**config.mk**
```make
export PLATFORM = sky130hd
export DESIGN_NAME = gt16_timer
export DESIGN_NICKNAME = d
export VERILOG_FILES = /design/src/include/gt16_pkg.sv /design/src/include/gt16_psc_if.sv /design/src/gt16_timer.sv /design/src/gt16_prescale.sv
export SDC_FILE = /design/constraint.sdc
export NUM_CORES = 1
export LEC_CHECK = 0
export ABC_CLOCK_PERIOD_IN_PS = 2340
export BUFFER_PORTS_ARGS = -buffer_cell sky130_fd_sc_hd__buf_2
export CAP_MARGIN = 20
export CORE_MARGIN = 3
export CORE_UTILIZATION = 52
export CTS_CLUSTER_DIAMETER = 80
export DETAILED_ROUTE_END_ITERATION = 7
export PLACE_DENSITY = 0.89
export REMOVE_ABC_BUFFERS = 1
export SYNTH_ARGS = -nofsm -noshare
export SYNTH_HDL_FRONTEND = slang
export SYNTH_SLANG_ARGS = --single-unit
```
**constraint.sdc**
```tcl
create_clock -name clk -period 2.34 [get_ports clk]
set_input_delay 0.234 -clock clk [delete_from_list [all_inputs] [get_ports clk]]
set_output_delay 0.234 -clock clk [all_outputs]
set_load 0.005 [all_outputs]
```
**src/include/gt16_pkg.sv**
```systemverilog
// Constants, register map and helpers for the gated 16-bit timer/counter
//
// Summary of operation
// - 16-bit up counter seen as low and high byte; byte writes load at once.
// - clock: internal Fosc/4, internal Fosc when alt set, else count pin.
// - internal source: one count per clock tick times the prescale ratio.
// - external mode counts rising edges of the count pin after the prescaler.
// - no_sync set counts without the sync stage; clear adds it.
// - falling edge needed first: after reset, count write, high-stop/low-start.
// - prescaler divides the selected clock by 1, 2, 4 or 8.
// - prescale counter hidden from software; cleared by any count byte write.
// - low-power crystal oscillator on two pins, on by osc_enable, runs asleep.
// - oscillator usable only with internal or low-power primary clock.
// - oscillator on: pin direction bits set, read 1; port bits read 0.
// - asynchronous mode keeps counting in sleep; overflow can wake.
// - sync/async switch may drop or add a single count.
// - no capture/compare time base in async mode or internal alt clock.
// - rollover from all ones to zero sets overflow flag; software clears.
// - prescale field 00 /1, 01 /2, 10 /4, 11 /8.
// - run set: count while gate active if gate_enable, else always.
package gt16_pkg;
  localparam int ADDR_W = 8;
  localparam logic [7:0] A_CTRL = 8'h00;
  localparam logic [7:0] A_CNT_LO = 8'h04;
  localparam logic [7:0] A_CNT_HI = 8'h08;
  localparam logic [7:0] A_STAT = 8'h0C;
  localparam logic [7:0] A_MASK = 8'h10;
  localparam logic [7:0] A_PINS = 8'h14;
  localparam int A_INFO_DUMMY = 0;
  localparam logic [7:0] A_INFO = 8'h18;
  // control register layout
  localparam int CTRL_W = 9;
  localparam logic [8:0] CTRL_RST = 9'h000;
  localparam int B_RUN = 0;
  localparam int B_SRC = 1;
  localparam int B_NOSYNC = 2;
  localparam int B_OSCEN = 3;
  localparam int B_PSC = 4;
  localparam int B_GATE_EN = 6;
  localparam int B_GATE_INV = 7;
  localparam int B_ALT = 8;
  // pin control register layout
  localparam int B_DIR_IN = 0;
  localparam int B_DIR_OUT = 1;
  localparam int B_PORT_IN = 2;
  localparam int B_PORT_OUT = 3;
  localparam int B_LAT_IN = 4;
  localparam int B_LAT_OUT = 5;
  localparam logic DIR_RST = 1'h1;
  localparam logic LAT_RST = 1'h0;
  // status, mask and info layout
  localparam int B_OVF = 0;
  localparam int B_TB_OK = 0;
  localparam int B_NEED_FALL = 1;
  // synchroniser lanes
  localparam int SY_W = 4;
  localparam int SY_CNT = 0;
  localparam int SY_OSC = 1;
  localparam int SY_GATE = 2;
  localparam int SY_OUT = 3;
  // prescale codes and internal clock divider
  localparam logic [1:0] PSC_DIV1 = 2'h0;
  localparam logic [1:0] PSC_DIV2 = 2'h1;
  localparam logic [1:0] PSC_DIV4 = 2'h2;
  localparam logic [1:0] PSC_DIV8 = 2'h3;
  localparam logic [1:0] DIV4_LAST = 2'h3;
  localparam logic [15:0] CNT_MAX = 16'hFFFF;

  // last prescale count before an output pulse
  function automatic logic [2:0] psc_last(input logic [1:0] f);
    case (f)
      PSC_DIV1: psc_last = 3'h0;
      PSC_DIV2: psc_last = 3'h1;
      PSC_DIV4: psc_last = 3'h3;
      default: psc_last = 3'h7;
    endcase
  endfunction : psc_last
endpackage : gt16_pkg

```
**src/include/gt16_psc_if.sv**
```systemverilog
// Connection between the timer core and its prescaler
`timescale 1ns/1ns
interface gt16_psc_if;
  logic tick;
  logic clr;
  logic [1:0] field;
  logic out;
  modport ctl (output tick, output clr, output field, input out);
  modport psc (input tick, input clr, input field, output out);
endinterface : gt16_psc_if

```
**src/gt16_timer.sv**
```systemverilog
// Gated 16-bit timer/counter with APB registers
//
// The register addresses and the APB interface to the registers were chosen for this implementation.
`timescale 1ns/1ns
module gt16_timer (
  // clock and reset
  input wire logic clk,
  input wire logic nrst,
  // apb slave
  input wire logic psel,
  input wire logic penable,
  input wire logic pwrite,
  input wire logic [7:0] paddr,
  input wire logic [31:0] pwdata,
  output logic [31:0] prdata,
  output logic pready,
  output logic pslverr,
  // count and gate pins
  input wire logic count_pin,
  input wire logic gate_pin,
  // oscillator pins
  input wire logic osc_in_pin_i,
  output logic osc_in_pin_o,
  output logic osc_in_pin_oe,
  input wire logic osc_out_pin_i,
  output logic osc_out_pin_o,
  output logic osc_out_pin_oe,
  // system state
  input wire logic sleep,
  input wire logic primary_clk_ok,
  // events and status
  output logic irq,
  output logic wake,
  output logic timebase_ok
);
  // ******************************************************
  // registers and bus
  // ******************************************************
  logic [gt16_pkg::CTRL_W-1:0] ctrl;
  logic [15:0] cnt;
  logic ovf;
  logic mask_ovf;
  logic dir_in, dir_out, lat_in, lat_out;
  logic [31:0] next_prdata;
  logic next_err;
  logic wr, cnt_wr, clr_ovf;

  assign pready = psel & penable;
  assign wr = psel & penable & pwrite;
  assign cnt_wr = wr & ((paddr == gt16_pkg::A_CNT_LO) |
                        (paddr == gt16_pkg::A_CNT_HI));
  assign clr_ovf = wr & (paddr == gt16_pkg::A_STAT) &
                   pwdata[gt16_pkg::B_OVF];

  // ******************************************************
  // pin synchronisers and derived modes
  // ******************************************************
  logic [gt16_pkg::SY_W-1:0] sy1, sy2;
  logic ext_lvl, ext_prev, rise, fall;
  logic ext_mode, async_mode, sync_ext, osc_active;
  logic gate_act, count_en, awake_ok;
  logic [1:0] div_q;
  logic div4_en, int_en;

  always_ff @(posedge clk) begin
    if (!nrst) begin
      sy1 <= '0;
      sy2 <= '0;
    end else begin
      sy1 <= {osc_out_pin_i, gate_pin, osc_in_pin_i, count_pin};
      sy2 <= sy1;
    end
  end

  assign osc_active = ctrl[gt16_pkg::B_OSCEN] & primary_clk_ok;
  // the crystal feeds the counter in place of the count pin
  assign ext_lvl = osc_active ? sy2[gt16_pkg::SY_OSC]
                              : sy2[gt16_pkg::SY_CNT];
  assign rise = ext_lvl & ~ext_prev;
  assign fall = ~ext_lvl & ext_prev;
  assign ext_mode = ctrl[gt16_pkg::B_SRC];
  assign async_mode = ext_mode & ctrl[gt16_pkg::B_NOSYNC];
  assign sync_ext = ext_mode & ~ctrl[gt16_pkg::B_NOSYNC];
  assign gate_act = ctrl[gt16_pkg::B_GATE_INV] ? sy2[gt16_pkg::SY_GATE]
                                               : ~sy2[gt16_pkg::SY_GATE];
  assign count_en = ctrl[gt16_pkg::B_RUN] &
                    (~ctrl[gt16_pkg::B_GATE_EN] | gate_act);
  assign awake_ok = ~sleep | async_mode;
  assign div4_en = (div_q == gt16_pkg::DIV4_LAST);
  assign int_en = ctrl[gt16_pkg::B_ALT] | div4_en;

  always_ff @(posedge clk) begin
    if (!nrst) begin
      ext_prev <= 1'h0;
      div_q <= 2'h0;
    end else begin
      ext_prev <= ext_lvl;
      div_q <= div_q + 2'h1;
    end
  end

  // ******************************************************
  // first falling edge guard
  // ******************************************************
  logic need_fall, run_d, pin_at_stop;

  always_ff @(posedge clk) begin
    if (!nrst) begin
      run_d <= 1'h0;
      pin_at_stop <= 1'h0;
    end else begin
      run_d <= ctrl[gt16_pkg::B_RUN];
      if (run_d & ~ctrl[gt16_pkg::B_RUN]) begin
        pin_at_stop <= ext_lvl;
      end
    end
  end

  // reset value covers the first enable after power-up
  always_ff @(posedge clk) begin
    if (!nrst) begin
      need_fall <= 1'h1;
    end else if (cnt_wr) begin
      need_fall <= 1'h1;
    end else if (~run_d & ctrl[gt16_pkg::B_RUN] & pin_at_stop &
                 ~ext_lvl) begin
      need_fall <= 1'h1;
    end else if (fall & ctrl[gt16_pkg::B_RUN] & ext_mode) begin
      need_fall <= 1'h0;
    end
  end

  // ******************************************************
  // prescaler, sync stage and counter
  // ******************************************************
  gt16_psc_if psc_if ();
  logic d1, d2, inc, ovf_evt;

  assign psc_if.tick = count_en & awake_ok &
                       (ext_mode ? (rise & ~need_fall) : int_en);
  assign psc_if.clr = cnt_wr;
  assign psc_if.field = ctrl[gt16_pkg::B_PSC +: 2];

  gt16_prescale u_psc (
    .clk(clk),
    .nrst(nrst),
    .p(psc_if.psc)
  );

  // a pulse caught in the sync stage at a mode switch may be dropped
  // or counted twice; this is accepted rather than paying for a guard
  always_ff @(posedge clk) begin
    if (!nrst) begin
      d1 <= 1'h0;
      d2 <= 1'h0;
    end else begin
      d1 <= psc_if.out & ~cnt_wr;
      d2 <= d1 & ~cnt_wr;
    end
  end

  assign inc = sync_ext ? d2 : psc_if.out;
  assign ovf_evt = inc & ~cnt_wr & (cnt == gt16_pkg::CNT_MAX);

  // a byte write wins over a coinciding increment
  always_ff @(posedge clk) begin
    if (!nrst) begin
      cnt <= 16'h0000;
    end else if (wr & (paddr == gt16_pkg::A_CNT_LO)) begin
      cnt[7:0] <= pwdata[7:0];
    end else if (wr & (paddr == gt16_pkg::A_CNT_HI)) begin
      cnt[15:8] <= pwdata[7:0];
    end else if (inc) begin
      cnt <= cnt + 16'h0001;
    end
  end

  // ******************************************************
  // control, status and pin registers
  // ******************************************************
  always_ff @(posedge clk) begin
    if (!nrst) begin
      ctrl <= gt16_pkg::CTRL_RST;
      mask_ovf <= 1'h0;
    end else if (wr & (paddr == gt16_pkg::A_CTRL)) begin
      ctrl <= pwdata[gt16_pkg::CTRL_W-1:0];
    end else if (wr & (paddr == gt16_pkg::A_MASK)) begin
      mask_ovf <= pwdata[gt16_pkg::B_OVF];
    end
  end

  // set wins over a write-one clear in the same cycle
  always_ff @(posedge clk) begin
    if (!nrst) begin
      ovf <= 1'h0;
    end else begin
      ovf <= (ovf & ~clr_ovf) | ovf_evt;
    end
  end

  always_ff @(posedge clk) begin
    if (!nrst) begin
      dir_in <= gt16_pkg::DIR_RST;
      dir_out <= gt16_pkg::DIR_RST;
      lat_in <= gt16_pkg::LAT_RST;
      lat_out <= gt16_pkg::LAT_RST;
    end else if (osc_active) begin
      dir_in <= 1'h1;
      dir_out <= 1'h1;
    end else if (wr & (paddr == gt16_pkg::A_PINS)) begin
      dir_in <= pwdata[gt16_pkg::B_DIR_IN];
      dir_out <= pwdata[gt16_pkg::B_DIR_OUT];
      lat_in <= pwdata[gt16_pkg::B_LAT_IN];
      lat_out <= pwdata[gt16_pkg::B_LAT_OUT];
    end
  end

  // inverting amplifier model: the out pin mirrors the inverted input
  assign osc_in_pin_o = lat_in;
  assign osc_in_pin_oe = ~dir_in & ~osc_active;
  assign osc_out_pin_o = osc_active ? ~sy2[gt16_pkg::SY_OSC] : lat_out;
  assign osc_out_pin_oe = osc_active | ~dir_out;

  assign irq = ovf & mask_ovf;
  assign wake = irq & sleep;
  assign timebase_ok = ~async_mode &
                       ~(~ext_mode & ctrl[gt16_pkg::B_ALT]);

  // ******************************************************
  // read path: captured in the setup cycle
  // ******************************************************
  always_comb begin
    next_prdata = 32'h0000_0000;
    next_err = 1'h0;
    if (paddr == gt16_pkg::A_CTRL) begin
      next_prdata[gt16_pkg::CTRL_W-1:0] = ctrl;
    end else if (paddr == gt16_pkg::A_CNT_LO) begin
      next_prdata[7:0] = cnt[7:0];
    end else if (paddr == gt16_pkg::A_CNT_HI) begin
      next_prdata[7:0] = cnt[15:8];
    end else if (paddr == gt16_pkg::A_STAT) begin
      next_prdata[gt16_pkg::B_OVF] = ovf;
    end else if (paddr == gt16_pkg::A_MASK) begin
      next_prdata[gt16_pkg::B_OVF] = mask_ovf;
    end else if (paddr == gt16_pkg::A_PINS) begin
      next_prdata[gt16_pkg::B_DIR_IN] = dir_in | osc_active;
      next_prdata[gt16_pkg::B_DIR_OUT] = dir_out | osc_active;
      next_prdata[gt16_pkg::B_PORT_IN] =
        sy2[gt16_pkg::SY_OSC] & ~osc_active;
      next_prdata[gt16_pkg::B_PORT_OUT] =
        sy2[gt16_pkg::SY_OUT] & ~osc_active;
      next_prdata[gt16_pkg::B_LAT_IN] = lat_in;
      next_prdata[gt16_pkg::B_LAT_OUT] = lat_out;
    end else if (paddr == gt16_pkg::A_INFO) begin
      next_prdata[gt16_pkg::B_TB_OK] = timebase_ok;
      next_prdata[gt16_pkg::B_NEED_FALL] = need_fall;
    end else begin
      next_err = 1'h1;
    end
  end

  always_ff @(posedge clk) begin
    if (!nrst) begin
      prdata <= 32'h0000_0000;
      pslverr <= 1'h0;
    end else if (psel & ~penable) begin
      prdata <= pwrite ? 32'h0000_0000 : next_prdata;
      pslverr <= next_err;
    end
  end
endmodule : gt16_timer

```
**src/gt16_prescale.sv**
```systemverilog
// Prescaler: divides count ticks by 1, 2, 4 or 8
`timescale 1ns/1ns
module gt16_prescale (
  // clock and reset
  input wire logic clk,
  input wire logic nrst,
  // core side
  gt16_psc_if.psc p
);
  logic [2:0] cnt;
  logic [2:0] last;

  assign last = gt16_pkg::psc_last(p.field);
  // >= so that a smaller ratio chosen mid-count never overruns
  assign p.out = p.tick & ~p.clr & (cnt >= last);

  always_ff @(posedge clk) begin
    if (!nrst) begin
      cnt <= 3'h0;
    end else if (p.clr) begin
      cnt <= 3'h0;
    end else if (p.tick) begin
      cnt <= (cnt >= last) ? 3'h0 : cnt + 3'h1;
    end
  end
endmodule : gt16_prescale

```
==> impl_metrics.tcl, run 1 <==
set metrics [dict create \
    die_y_microns 85.6 \
    dp_slack_ns -0.0520 \
    ys_ff_latch 60 \
    r2r_end "cnt[6]" \
    start_util_pct 54.7 \
    coreArea_sq_um 6030 \
    n_antenna_cell 0 \
    pin_count 92 \
    yosysMostFrequentCell "dfxtp_1" \
    max_cap_violations 0 \
    finalNonFillerCells 547 \
    cts_tree "yes" \
    dieWidth_microns 85.6 \
    drive_gt1_share_pct 22.0 \
    hold_violations 0 \
    max_slew.worst_pin.slew_ns 0.804 \
    setup_viol 0 \
    cp-endpoint "cnt[6]" \
    synth-warning-count 0 \
    ys_top_cells_by_count "dfxtp_1 (60), nor2_1 (51), a21oi_1 (35)" \
    crit_start "ctrl[4]" \
    postRouteAntennaNets 0 \
    fin_ws_ns 0.110 \
    placed_cells 530 \
    vias_per_cell 6.04 \
    yosysSeqAreaShare_pct 36.4 \
    synth.avg_cell_area_sq_um 8.18 \
    grt_pass1_vias 2974 \
    synthTopCellsByArea "dfxtp_1 (36%), mux2i_1 (6.4%), nor2_1 (5.8%)" \
    synth_async_sr_flop_share_pct 0 \
    max_freq_ghz 0.448 \
    root_buffer "clkbuf_8" \
    required_ns 2.57 \
    slew_viol_final 0 \
    synth_top_area_cell "dfxtp_1" \
    grt_pass1_wl_mm 14.5 \
    cts-htree-levels 3 \
    slew_headroom_pct 45.6 \
    drt_iter0_markers 375 \
    area_growth_pct 17.4 \
    rsz0062_at_grt "no" \
    rr_worst_depth 9 \
    insertion_delay_ns 0.35 \
    grt_usage_pct 25.4 \
    path_max_fanout 5 \
    r2r_slack_ns 0.11 \
    drtPass1Iterations 5 \
    synth_ff_type "dfxtp_1" \
    placed_cell_area_sq_um 3650 \
    die_area_sq_um 7330 \
    syn_area_sq_um 3300 \
    avgRoutedWirePerCell_microns 16.6 \
    yosysUniqueCellTypes 55 \
    drc 0 \
    end_kind "flip-flop" \
    finalWeightedCongestion 0.926 \
    synth_edf_count 0 \
    p_leak_nw 1.61 \
    cp-start-kind "flip-flop" \
    nFillCells 546 \
    postSynthCellCount 403 \
    p_total_mw 2.01 \
    r2r_start "ctrl[4]" \
    layout_min_cycle_time_ns 2.23 \
    ir_drop_uv 568 \
    overflow 0 \
    routed_wl_mm 9.10 \
    rows 28 \
    outcome "finished clean" \
    min_period_over_period_pct 95.3 \
    worstSetupPathType "flip-flop to flip-flop" \
    utilization_pct 64.2 \
    synth_top_cell_area_share_pct 36.4 \
    vias 3304 \
    hp-class "input port to flip-flop" \
    portBuffers 45 \
    fin_nets 524 \
    stdcell_area_sq_um 3870 \
    clk_pin_slew_worst_paths_ns 0.07 \
    antenna_found_initial 0 \
    cts.path.max_buffers 2 \
    power_density_nw_per_um2 520 \
    fin_skew_ns 0.00958 \
    arrival_ns 2.46 \
    cts.sinks 60 \
    dp_hpwl_mm 6.71 \
    grt_max_degree 33 \
    cts_made_buffers 9 \
]
==> state kept, by name, summed over array words and instances (netlist names), 2 cells and up <==
| signal | count |
|---|---|
| cnt | 16 |
| sy1 | 4 |
| div_q | 2 |
| u_psc.cnt | 3 |
| prdata | 9 |
| ctrl | 9 |
| sy2 | 4 |
==> metal layers <==
metal / GRT usage [%] / vias up / share of wire (%)
met3: 6.53 / 29 / 8.4
li1: - / 1544 / -
met5: 0 / - / 0
met4: 9.93 / 0 / 2.7
met2: 40.2 / 177 / 46
met1: 33.1 / 1554 / 43
==> through the flow <==
step	TNS, ns	hold slack [ns]
after CTS	0	0.0694
after floorplan	0	0.306
after detailed placement	-0.0669	0.419
after global routing	0	0.0802
after global placement	0	0.409
final	0	0.0856
==> critical path, stage by stage, from the launching register on <==
cell and delay [ns]:
dfxtp_1 0.32, or2_4 0.26, ha_4 0.27, o21ai_2 0.06, o2bb2ai_2 0.13, o31a_1 0.41
buf_6 0.18, nor4_4 0.25, xnor2_1 0.15, a21oi_1 0.08
==> final cells by class <==
class	count	area (sq um)	area share, %
Multi-Input combinational cell	313	1920	49.7
Clock inverter	7	52.6	1.36
Tap cell	75	93.8	2.42
Inverter	10	37.5	0.970
Clock buffer	9	124	3.20
Timing Repair Buffer	73	439	11.3
Sequential cell	60	1200	31.0
==> cell usage in the layout (no fill, tap or decap), types with 4 or more instances in the layout <==
cell	n
inv_1	10
nand3_1	16
and2_1	14
and3_1	4
xnor2_1	6
nand2_1	25
nor2_1	50
nand4_1	7
buf_2	45
o22ai_1	5
a21oi_1	35
conb_1	23
nor3_1	11
clkbuf_8	9
o21ai_0	11
o31ai_1	6
buf_4	27
a211oi_1	6
dfxtp_1	60
a22oi_1	7
nor4_1	5
nand2b_1	4
ha_1	5
mux2i_1	21
==> worst min path at each step <==
stage / from / end / slack [ns] / cells past startpoint
2_1_floorplan: nrst / dir_in / 0.31 / 1
3_3_place_gp: div_q[0] / div_q[0] / 0.41 / 1
3_5_place_dp: sy1[1] / sy2[1] / 0.42 / 1
4_1_cts: osc_in_pin_i / sy1[1] / 0.07 / 2
5_1_grt: gate_pin / sy1[2] / 0.08 / 2
6_report: osc_in_pin_i / sy1[1] / 0.09 / 2
==> repair_timing <==
action                     in CTS  in global routing
setup endpoints to repair       4                 13
setup buffers                   0                  1
hold buffers                    0                  0
pin swaps                       1                  7
resized for setup               1                  7
==> logic make-up (layout without fill, tap and decap cells) <==
logic type / count (synthesis) / in the layout / share of synthesized area, %
compound gates: 94 / 94 / 18.1
xor+xnor: 8 / 8 / 2.13
fa+ha+maj: 6 / 6 / 2.28
other cells: 1 / 23 / 0.114
mux: 22 / 22 / 6.72
buf+inv: 52 / 99 / 8.80
flops: 60 / 60 / 36.4
simple gates: 160 / 160 / 25.5
==> power by group <==
group | switching [mW] | total (mW) | internal, mW
sequential | 0.00486 | 1.04 | 1.03
clock | 0.453 | 0.841 | 0.388
combinational | 0.0893 | 0.136 | 0.0469
total | 0.547 | 2.01 | 1.47
(Power assumes the default switching activity.)
==> run 2: changes to the inputs <==
--- a/config.mk
+++ b/config.mk
@@ -14,6 +14,7 @@
 export DETAILED_ROUTE_END_ITERATION = 7
 export PLACE_DENSITY = 0.89
 export REMOVE_ABC_BUFFERS = 1
+export SETUP_SLACK_MARGIN = 0.15
 export SYNTH_ARGS = -nofsm -noshare
 export SYNTH_HDL_FRONTEND = slang
 export SYNTH_SLANG_ARGS = --single-unit
==> run 2 against run 1 <==
Worst hold slack improved by 0.00082 ns. Core utilization increased by 1.3 points. Sequential power about the same. Combinational power about the same. Register-to-register slack improved by 0.06 ns. Critical path depth unchanged. Routed wire length increased by 1.9%. Global-route usage increased by 0.12 points. Largest power group unchanged.
==> impl_metrics.tcl, run 2 (synthesized netlist as in run 1, its figures left out) <==
set metrics [dict create \
    finalWeightedCongestion 0.926 \
    drtPass1Iterations 5 \
    final_common_cell "dfxtp_1" \
    largest_register_ffs 16 \
    setup_viol 0 \
    rsz0062_at_grt "yes" \
    portBuffers 45 \
    hp-class "input port to flip-flop" \
    path_buf_inv 1 \
    worstSetupPathType "flip-flop to flip-flop" \
    rows 28 \
    die_y_microns 85.6 \
    slew_viol_final 0 \
    max_cap_violations 0 \
    p_leak_nw 1.64 \
    dieWidth_microns 85.6 \
    fin_skew_ns 0.00881 \
    root_buffer "clkbuf_8" \
    drt_iter0_markers 353 \
    cts_tree "yes" \
    reg_top3 "cnt: 16 flops, ctrl: 9 flops, prdata: 9 flops" \
    cp_slowest_cell "o31a_1" \
    outcome "finished clean" \
    end_kind "flip-flop" \
    vias 3294 \
    postRouteAntennaNets 0 \
    n_antenna_cell 0 \
    mostFrequentLayoutCells "dfxtp_1 (58), nor2_1 (50), buf_2 (45), a21oi_1 (35), buf_4 (27)" \
    max_stage_delay_ns 0.43 \
    coreArea_sq_um 6030 \
    area_growth_pct 19.7 \
    placed_cell_area_sq_um 3650 \
    dp_hpwl_mm 6.71 \
    cts-htree-levels 3 \
    grt_pass1_vias 2987 \
    clk_pin_slew_worst_paths_ns 0.08 \
    drive_gt1_share_pct 23.5 \
    cts_made_buffers 9 \
    max_freq_ghz 0.461 \
    die_area_sq_um 7330 \
    min_period_over_period_pct 92.6 \
    overflow 0 \
    vias_per_cell 6.01 \
    fin_ws_ns 0.172 \
    stdcell_area_sq_um 3950 \
    p_total_mw 2.02 \
    cp-start-kind "flip-flop" \
    cp_cell_sequence "or2_4, ha_4, o21ai_4, o2bb2ai_4, o31a_1, buf_6, nor3_2, xnor2_1, a21oi_1" \
    finalNonFillerCells 548 \
    cts.sinks 60 \
    placed_cells 530 \
    grt_pass1_wl_mm 14.6 \
    avgRoutedWirePerCell_microns 16.9 \
    routed_wl_mm 9.27 \
    max_slew.worst_pin.slew_ns 0.789 \
    power_density_nw_per_um2 511 \
    utilization_pct 65.5 \
    arrival_ns 2.39 \
    required_ns 2.56 \
    pin_count 92 \
    fin_nets 525 \
    insertion_delay_ns 0.35 \
    path_max_fanout 5 \
    slew_headroom_pct 46.6 \
    cts.path.max_buffers 2 \
    drc 0 \
    layout_min_cycle_time_ns 2.17 \
    grt_max_degree 33 \
    crit_family "compound AO/OA/AOI/OAI gates" \
    dp_slack_ns -0.0520 \
    start_util_pct 54.7 \
    ir_drop_uv 572 \
    grt_usage_pct 25.5 \
    antenna_found_initial 0 \
    top_register "cnt" \
    hold_violations 0 \
]
run 2: worst paths after layout:
path	to	from	slack, ns	cells past startpoint
max	cnt[3]	ctrl[5]	0.17	9
min	sy1[1]	osc_in_pin_i	0.09	2
min reg2reg	div_q[0]	div_q[0]	0.43	1
max reg2reg	cnt[3]	ctrl[5]	0.17	9
run 2: repair_timing:
| item | CTS | global route |
|---|---|---|
| endpoints found under the setup margin | 13 | 8 |
| pin swaps | 5 | 14 |
| hold buffers | 0 | 0 |
| gates resized for setup | 7 | 14 |
| endpoints found under the hold margin | 0 | 0 |
| buffers inserted | 1 | 1 |
run 2: area by class of cell:
cell class	count	area (sq um)
sequential	60	1200
fill	524	2080
tap	75	93.8
clock inverter	7	52.6
inverter	10	37.5
clock buffer	9	124
multi-input combinational	313	1980
timing repair buffer	74	450
run 2: metal layers:
layer | global-route usage [%] | wire length (microns)
met3 | 6.63 | 810
met5 | 0 | 0
met4 | 10.4 | 250
met1 | 33.3 | 3900
met2 | 40.0 | 4310
run 2: worst register-to-register path, stage by stage (launching register included):
cell	delay, ns
dfxtp_2	0.32
or2_4	0.25
ha_4	0.28
o21ai_4	0.06
o2bb2ai_4	0.12
o31a_1	0.43
buf_6	0.19
nor3_2	0.17
xnor2_1	0.14
a21oi_1	0.08
run 2: power by group:
part | total (mW) | internal (mW) | switching [mW]
registers | 1.04 | 1.03 | 0.00501
logic | 0.138 | 0.0470 | 0.0906
clock network | 0.841 | 0.388 | 0.453
total | 2.02 | 1.47 | 0.548
run 2: metrics by stage:
step	hold WS (ns)	setup TNS, ns
floorplan	0.306	0
global placement	0.409	0
detailed placement	0.419	-0.0669
CTS	0.0694	0
global route	0.0796	0
finish	0.0864	0
